$ cat src/inc/capcmp_pkg.sv
// Purpose: Shared constants for the timer capture/compare block
// Assumes: 16-bit counter supplied from outside, 8-bit CPU data bus
// Notes: Mode codes follow the 4-bit waveform mode field
package capcmp_pkg;
   localparam int COUNT_WIDTH = 16;
   localparam int FILTER_SAMPLES = 4;
   // Waveform mode codes of interest
   localparam logic [3:0] MODE_NORMAL = 4'h0;
   localparam logic [3:0] MODE_CTC_COMPARE = 4'h4;
   localparam logic [3:0] MODE_CTC_CAPTURE = 4'hC;
   localparam logic [3:0] MODE_PWM_PFC_CAPTURE = 4'h8;
   localparam logic [3:0] MODE_PWM_PC_CAPTURE = 4'hA;
   localparam logic [3:0] MODE_PWM_FAST_CAPTURE = 4'hE;
   localparam logic [3:0] MODE_RESERVED = 4'hD;
   localparam logic [15:0] VALUE_RESET = 16'h0000;
   localparam logic [7:0] BYTE_RESET = 8'h00;

   // Capture register used as TOP
   function automatic logic capture_is_top(input logic [3:0] mode);
      return (mode == MODE_PWM_PFC_CAPTURE) || (mode == MODE_PWM_PC_CAPTURE) ||
             (mode == MODE_CTC_CAPTURE) || (mode == MODE_PWM_FAST_CAPTURE);
   endfunction

   // PWM modes: all except normal, both clear-on-match modes and reserved
   function automatic logic mode_is_pwm(input logic [3:0] mode);
      return !((mode == MODE_NORMAL) || (mode == MODE_CTC_COMPARE) ||
               (mode == MODE_CTC_CAPTURE) || (mode == MODE_RESERVED));
   endfunction
endpackage
$ cat src/core/capture_filter.sv
// Purpose: Four-sample noise filter for the capture source
// Assumes: Input already synchronous to clock
// Notes: Output changes only when all samples agree
`timescale 1ns/1ps
`default_nettype none
module capture_filter
#(
   parameter int SAMPLES = capcmp_pkg::FILTER_SAMPLES
)
(
   // Clock and reset
   input wire logic clock,
   input wire logic rst_n,
   // Data
   input wire logic sample_in,
   output logic filtered
);
   import capcmp_pkg::*;

   typedef struct packed
   {
      logic [SAMPLES-1:0] history;
      logic out;
   } filter_state_type;

   filter_state_type state;
   filter_state_type next_state;

   always_comb
   begin
      next_state = state;
      next_state.history = {state.history[SAMPLES-2:0], sample_in};
      // Runs every system clock, so the prescaler never slows it
      if (&next_state.history)
      begin
         next_state.out = 1'b1;
      end
      else if (~|next_state.history)
      begin
         next_state.out = 1'b0;
      end
   end

   always_ff @(posedge clock)
   begin
      if (!rst_n)
      begin
         state <= '0;
      end
      else
      begin
         state <= next_state;
      end
   end

   assign filtered = state.out;
endmodule // capture_filter
`default_nettype wire

$ cat src/core/timer16_capture_compare.sv
// Purpose: Input capture and two-channel output compare of a 16-bit timer
// Assumes: Counter, TOP/BOTTOM and timer tick come from the counter unit
// Notes: CPU byte accesses arrive as one-cycle strobes with 8-bit data
// What this block does
// - Capture value register takes writes only in modes using it as TOP.
// - Capture source is the pin, or comparator output when select bit set.
// - Source switch may capture; software clears flag afterwards.
// - Enabled filter sits before edge detector adding four clocks latency.
// - Capture events blocked when capture defines TOP; filter and edge detector keep running.
// - Driving the capture pin's port output lets software cause a capture.
// - Filter output changes only after four agreeing samples.
// - Filter enabled by its bit, sampling on the system clock.
// - Each capture overwrites the capture value, read or not.
// - Capture flag clears when a one is written to it.
// - Compare flag requests interrupt when enabled; clears on ack or write one.
// - Match, TOP and BOTTOM signals pass on to the waveform generator.
// - Compare unit A value can serve as counter TOP.
// - Compare values double buffered in PWM modes, not normal or CLEAR_ON_MATCH_MODE.
// - Buffered value moves to active register only at TOP or BOTTOM.
// - CPU writes buffer when double buffering, else active register.
// - Capture flag sets in the same cycle the capture value loads.
// - Low byte read of capture latches high byte into shared latch.
// - High byte write loads latch; low byte write moves it up.
`timescale 1ns/1ps
`default_nettype none
module timer16_capture_compare
#(
   parameter int WIDTH = capcmp_pkg::COUNT_WIDTH
)
(
   // Clock and reset
   input wire logic clock,
   input wire logic rst_n,
   // Counter unit
   input wire logic [capcmp_pkg::COUNT_WIDTH-1:0] counter_value,
   input wire logic timer_tick,
   input wire logic count_top,
   input wire logic count_bottom,
   // Control bits
   input wire logic [3:0] waveform_mode_bits,
   input wire logic capture_filter_enable,
   input wire logic capture_edge_rising,
   input wire logic comparator_capture_select,
   input wire logic compare_irq_enable_a,
   input wire logic compare_irq_enable_b,
   input wire logic capture_irq_enable,
   // Capture sources
   input wire logic capture_input_pin,
   input wire logic comparator_output,
   // CPU byte accesses
   input wire logic [7:0] cpu_wdata,
   input wire logic capture_high_write,
   input wire logic capture_low_write,
   input wire logic capture_high_read,
   input wire logic capture_low_read,
   input wire logic compare_a_high_write,
   input wire logic compare_a_low_write,
   input wire logic compare_b_high_write,
   input wire logic compare_b_low_write,
   output logic [7:0] cpu_rdata,
   // Flag clears and interrupt acknowledges
   input wire logic capture_flag_clear,
   input wire logic capture_irq_ack,
   input wire logic compare_flag_a_clear,
   input wire logic compare_flag_b_clear,
   input wire logic compare_irq_ack_a,
   input wire logic compare_irq_ack_b,
   // Status and requests
   output logic capture_flag,
   output logic compare_flag_a,
   output logic compare_flag_b,
   output logic capture_irq,
   output logic compare_irq_a,
   output logic compare_irq_b,
   // Waveform generator
   output logic match_a,
   output logic match_b,
   output logic gen_top,
   output logic gen_bottom,
   output logic [capcmp_pkg::COUNT_WIDTH-1:0] capture_value_reg,
   output logic [capcmp_pkg::COUNT_WIDTH-1:0] compare_value_a,
   output logic [capcmp_pkg::COUNT_WIDTH-1:0] compare_value_b
);
   import capcmp_pkg::*;

   typedef struct packed
   {
      logic [WIDTH-1:0] capture;
      logic [WIDTH-1:0] active_a;
      logic [WIDTH-1:0] active_b;
      logic [WIDTH-1:0] buffer_a;
      logic [WIDTH-1:0] buffer_b;
      logic [7:0] temp;
      logic [7:0] rdata;
      logic sync_raw;
      logic source_level;
      logic edge_prev;
      logic cap_flag;
      logic cmp_flag_a;
      logic cmp_flag_b;
      logic hit_a;
      logic hit_b;
   } unit_state_type;

   unit_state_type state;
   unit_state_type next_state;
   logic filtered;
   logic capture_top;
   logic pwm;
   logic source;
   logic detected;
   logic cap_event;

   assign capture_top = capture_is_top(waveform_mode_bits);
   assign pwm = mode_is_pwm(waveform_mode_bits);

   // Pin level includes whatever the port drives, so software can trigger
   assign source = comparator_capture_select ? comparator_output : capture_input_pin;

   // Filter taps the registered source, keeping the same base latency either way
   capture_filter #(
      .SAMPLES(FILTER_SAMPLES)
   ) filter_inst (
      .clock(clock),
      .rst_n(rst_n),
      .sample_in(state.source_level),
      .filtered(filtered)
   );

   // Filter placed ahead of the edge detector only when enabled
   assign detected = capture_filter_enable ? filtered : state.source_level;

   // Edge detector; a source switch that changes the level may also fire
   assign cap_event = !capture_top &&
      (capture_edge_rising ? (detected && !state.edge_prev)
                           : (!detected && state.edge_prev));

   function automatic logic [WIDTH-1:0] join_bytes(input logic [7:0] high, input logic [7:0] low);
      return {high, low};
   endfunction

   always_comb
   begin
      next_state = state;
      next_state.sync_raw = source;
      next_state.source_level = state.sync_raw;
      next_state.edge_prev = detected;

      // Shared high byte latch
      if (capture_high_write || compare_a_high_write || compare_b_high_write)
      begin
         next_state.temp = cpu_wdata;
      end
      else if (capture_low_read)
      begin
         next_state.temp = state.capture[15:8];
      end

      // Read data: high byte comes from the latch, never live
      if (capture_low_read)
      begin
         next_state.rdata = state.capture[7:0];
      end
      else if (capture_high_read)
      begin
         next_state.rdata = state.temp;
      end

      // Capture value: hardware capture or CPU write of TOP
      if (capture_low_write && capture_top)
      begin
         // Relies on software writing the high byte first
         next_state.capture = join_bytes(state.temp, cpu_wdata);
      end
      else if (cap_event)
      begin
         next_state.capture = counter_value;
      end

      // Capture flag: set wins over a clear in the same cycle
      if (capture_flag_clear || capture_irq_ack)
      begin
         next_state.cap_flag = 1'b0;
      end
      if (cap_event)
      begin
         next_state.cap_flag = 1'b1;
      end

      // Compare value writes go to buffer or active register
      if (compare_a_low_write)
      begin
         if (pwm)
         begin
            next_state.buffer_a = join_bytes(state.temp, cpu_wdata);
         end
         else
         begin
            next_state.active_a = join_bytes(state.temp, cpu_wdata);
            next_state.buffer_a = join_bytes(state.temp, cpu_wdata);
         end
      end
      if (compare_b_low_write)
      begin
         if (pwm)
         begin
            next_state.buffer_b = join_bytes(state.temp, cpu_wdata);
         end
         else
         begin
            next_state.active_b = join_bytes(state.temp, cpu_wdata);
            next_state.buffer_b = join_bytes(state.temp, cpu_wdata);
         end
      end

      // Buffered update only at the ends of the count, to avoid odd pulses
      if (pwm && timer_tick && (count_top || count_bottom))
      begin
         next_state.active_a = state.buffer_a;
         next_state.active_b = state.buffer_b;
      end

      // Match registered on the timer tick, flag set on the next tick
      if (timer_tick)
      begin
         next_state.hit_a = (counter_value == state.active_a);
         next_state.hit_b = (counter_value == state.active_b);
      end
      if (compare_flag_a_clear || compare_irq_ack_a)
      begin
         next_state.cmp_flag_a = 1'b0;
      end
      if (compare_flag_b_clear || compare_irq_ack_b)
      begin
         next_state.cmp_flag_b = 1'b0;
      end
      if (timer_tick && state.hit_a)
      begin
         next_state.cmp_flag_a = 1'b1;
      end
      if (timer_tick && state.hit_b)
      begin
         next_state.cmp_flag_b = 1'b1;
      end
   end

   always_ff @(posedge clock)
   begin
      if (!rst_n)
      begin
         state <= '0;
      end
      else
      begin
         state <= next_state;
      end
   end

   assign cpu_rdata = state.rdata;
   assign capture_flag = state.cap_flag;
   assign compare_flag_a = state.cmp_flag_a;
   assign compare_flag_b = state.cmp_flag_b;
   assign capture_irq = state.cap_flag && capture_irq_enable;
   assign compare_irq_a = state.cmp_flag_a && compare_irq_enable_a;
   assign compare_irq_b = state.cmp_flag_b && compare_irq_enable_b;
   assign match_a = state.hit_a;
   assign match_b = state.hit_b;
   assign gen_top = count_top;
   assign gen_bottom = count_bottom;
   assign capture_value_reg = state.capture;
   // Counter unit uses this as TOP in the modes that select it
   assign compare_value_a = state.active_a;
   assign compare_value_b = state.active_b;
endmodule // timer16_capture_compare
`default_nettype wire

$ cat config.mk
export PLATFORM = sky130hd
export DESIGN_NAME = timer16_capture_compare
export DESIGN_NICKNAME = d
export VERILOG_FILES = /design/src/inc/capcmp_pkg.sv /design/src/core/capture_filter.sv /design/src/core/timer16_capture_compare.sv
export SDC_FILE = /design/constraint.sdc
export NUM_CORES = 1
export LEC_CHECK = 0
export ABC_AREA = 1
export BUFFER_PORTS_ARGS = -buffer_cell sky130_fd_sc_hd__buf_2
export CORE_ASPECT_RATIO = 1.75
export CORE_MARGIN = 2
export CORE_UTILIZATION = 50
export DETAILED_ROUTE_END_ITERATION = 8
export PLACE_DENSITY_LB_ADDON = 0.25
export SYNTH_ARGS = -nofsm -noshare
export SYNTH_HDL_FRONTEND = slang
export SYNTH_SLANG_ARGS = --single-unit
$ cat constraint.sdc
create_clock -name clock -period 1.2 [get_ports clock]
set_clock_uncertainty 0.05 [all_clocks]
set_input_delay 0.12 -clock clock [delete_from_list [all_inputs] [get_ports clock]]
set_output_delay 0.12 -clock clock [all_outputs]
set_load 0.05 [all_outputs]
==> metrics <==
status=complete, but fails checks; failing checks=negative setup slack; clock power share=0.355; Pint=6.67 mW; CTS tree=done; fin. max-slew vios=0; syn_nets=902; Critical Path Slowest Stage Cell=dfxtp_2; ANT nets after route=0; Final setup violation count=16; Biggest register=state; TritonCTS Buffers=9; Logic pwr share=0.226; CP max stage delay=0.34 ns; DR vias=5,256; max-cap violations=0; Slew HR=0.681; number of flip-flops in the largest register=42; fmax=just under 800 MHz; final number of hold-violating endpoints=0; drt first pass iters=7; global route overflow=0; Syn Inst Count=847; PnR worst setup slack=-0.0841 ns; FF+latch count, synth=108; Leakage Power=between 3 and 4 nW; Post-CTS Setup Bufs=0; initial antenna violation count=0; CTS clk-pin slew, worst paths=roughly 0.07 ns; CP max FO=33; Final TNS setup=-1.19 ns; Final Power=9.68 mW; Initial Utilization=0.510; Final period util=1.07; Cell Rows=51; H-tree depth=3; chip height=144 µm; cell area after synthesis=5630 µm²; Syn. warnings=0; net count reported at finish=981; Finished Cell Area=6750 µm²; vias per std cell=4.94; core area=11,000 µm²; Flop pwr share=0.419; total track usage=0.237; area grow syn2layout=20.0%; 1st-iter DRT viols=323; Final min period=1.28 ns; largest net degree at the start of global routing=60; final wirelength=14.5 mm; RSZ-0062 raised after global routing=yes; CP Launch Type=flop; Die W=84.2 µm; switching power total=3.01 mW; die area=12,200 µm²; diode count=0; WL per Instance=13.6 µm; Avg Inst Size Synth=6.65 µm²; worst skew pair latency=0.35 ns; Slew @ Worst Pin=0.478 ns; DP Area=just over 6000 µm²; placer congestion estimate=0.904; CTS root buf=clkbuf_16; layout cells sized above 1=0.248; worst path arrival time=1.48 ns; distinct cell type count after synthesis=28; count of clock tree sinks=roughly 110; critical path cell sequence=inv_2, o21a_1, o21ai_1, nand3_2, buf_12, a21oi_1, nor2_1; port buffer count=120; IO Pins=121; CP Class=flop to flop; DRC violations left=0; vias in the first global route=4,759; Place WS=-0.118 ns; worst vdd ir=slightly below 1000 µV; Power Dens Cells=between 1000 and 1500 nW/µm²; crit end category=flop; Detailed Place HPWL=approximately 11 mm; Clock Tree Buf Depth=2; sequential-to-total area share from yosys stat=0.384; first-pass GRT wire length=22.9 mm; WP data required=about 1.4 ns; Switching Share=0.311; hold crit path type=input port to flop; Hold WS=approximately 0.0053 ns
placed cells by master (no fill, tap or decap), types with 2 or more instances in the layout:
master | netlist | layout
a21oi_1 | 65 | 56
inv_1 | 93 | 89
xnor2_1 | 7 | 7
buf_2 | 8 | 87
o21ai_1 | 3 | 4
dfxtp_1 | 108 | 90
nand2_2 | 2 | 4
bufinv_16 | 0 | 3
dfxtp_4 | 0 | 4
nand2_4 | 3 | 3
a211oi_1 | 16 | 16
nand3_1 | 26 | 21
buf_12 | 0 | 7
dfxtp_2 | 0 | 14
nand2_1 | 211 | 209
nand4_1 | 2 | 2
dlygate4sd3_1 | 0 | 9
o21ai_0 | 90 | 89
clkbuf_4 | 0 | 20
inv_2 | 2 | 6
buf_4 | 61 | 41
clkbuf_16 | 0 | 9
nand3_2 | 1 | 6
nor2_1 | 109 | 106
a21oi_2 | 0 | 9
nor2_4 | 1 | 3
inv_4 | 3 | 3
nor2_2 | 3 | 4
worst max-delay path: cells and delay by family (launching register included):
family / cells / cell delay [ns]
buf+inv: 2 / 0.22
simple gates: 2 / 0.15
compound gates: 3 / 0.40
flops: 1 / 0.34
synthesized netlist by cell type:
cell        n  area [µm²]
nand3_1    26         130
inv_1      93         349
nor4_1      1        6.26
nand3_2     1        10.0
nand2_1   211         792
clkbuf_1   21        78.8
xnor2_1     7        61.3
o21ai_1     3        15.0
nand4_1     2        12.5
nand2_4     3        33.8
inv_2       2        7.51
nand2_2     2        12.5
buf_1       2        7.51
a211oi_1   16         120
dfxtp_1   108        2160
nor2_1    109         409
buf_6       5        56.3
or3b_2      1        8.76
nor2_2      3        18.8
inv_4       3        18.8
nand2_8     1        20.0
o21a_1      1        7.51
buf_2       8        40.0
nor2_4      1        11.3
buf_4      61         458
a21oi_1    65         325
or2_2       1        6.26
o21ai_0    90         450
layer usage:
metal	up-vias	global-route usage	wire, µm
met5	-	0	0
met4	0	0.131	592
met3	24	0.0354	721
met2	149	0.407	7140
met1	2329	0.282	6040
li1	2754	-	-
what timing repair did:
item,4_1_cts,5_1_grt
gates resized for setup,27,51
hold buffers,9,0
endpoints found under the setup margin,32,43
endpoints found under the hold margin,6,0
pin swaps,0,11
worst paths after layout:
| path | slack, ns | start | endpoint | cells after the start |
|---|---|---|---|---|
| worst min register to register | 0.36 | next_state[6] | state[6] | 2 |
| worst max register to register | -0.08 | state[6] | capture_value_reg[9] | 7 |
| worst min-delay path | 0.005 | timer_tick | compare_flag_a | 3 |
| worst max-delay path | -0.08 | state[6] | capture_value_reg[9] | 7 |
logic make-up (layout without fill, tap and decap cells):
family | after synthesis | in the layout | share of synthesized area
AND/OR/NAND/NOR | 362 | 362 | 0.261
buffers and inverters | 195 | 279 | 0.180
AO/OA/AOI/OAI | 175 | 175 | 0.163
flip-flops | 108 | 108 | 0.384
XOR/XNOR | 7 | 7 | 0.0109
through the flow:
step                      std cells   util
after floorplan                 847      -
after detailed placement       1038  0.555
after global routing           1063  0.612
after global placement         1038  0.555
after CTS                      1063  0.601
final                          1063  0.612
power groups by stage:
stage | logic [mW] | clock network, mW | registers, mW
2_1_floorplan | 1.72 | 0 | 4.06
3_3_place_gp | 2.05 | 0 | 4.11
3_5_place_dp | 2.07 | 0 | 4.12
4_1_cts | 2.14 | 3.49 | 4.05
5_1_grt | 2.40 | 3.61 | 4.09
6_report | 2.18 | 3.44 | 4.06
area by class of cell:
type                       count  area (µm²)
multi-input combinational    544        2530
fill                        1036        4290
clock inverter                 6         111
sequential                   108        2190
timing repair buffer         165        1130
inverter                      98         375
clock buffer                  10         239
tap                          132         165
Power figures use the tool's default switching activity.
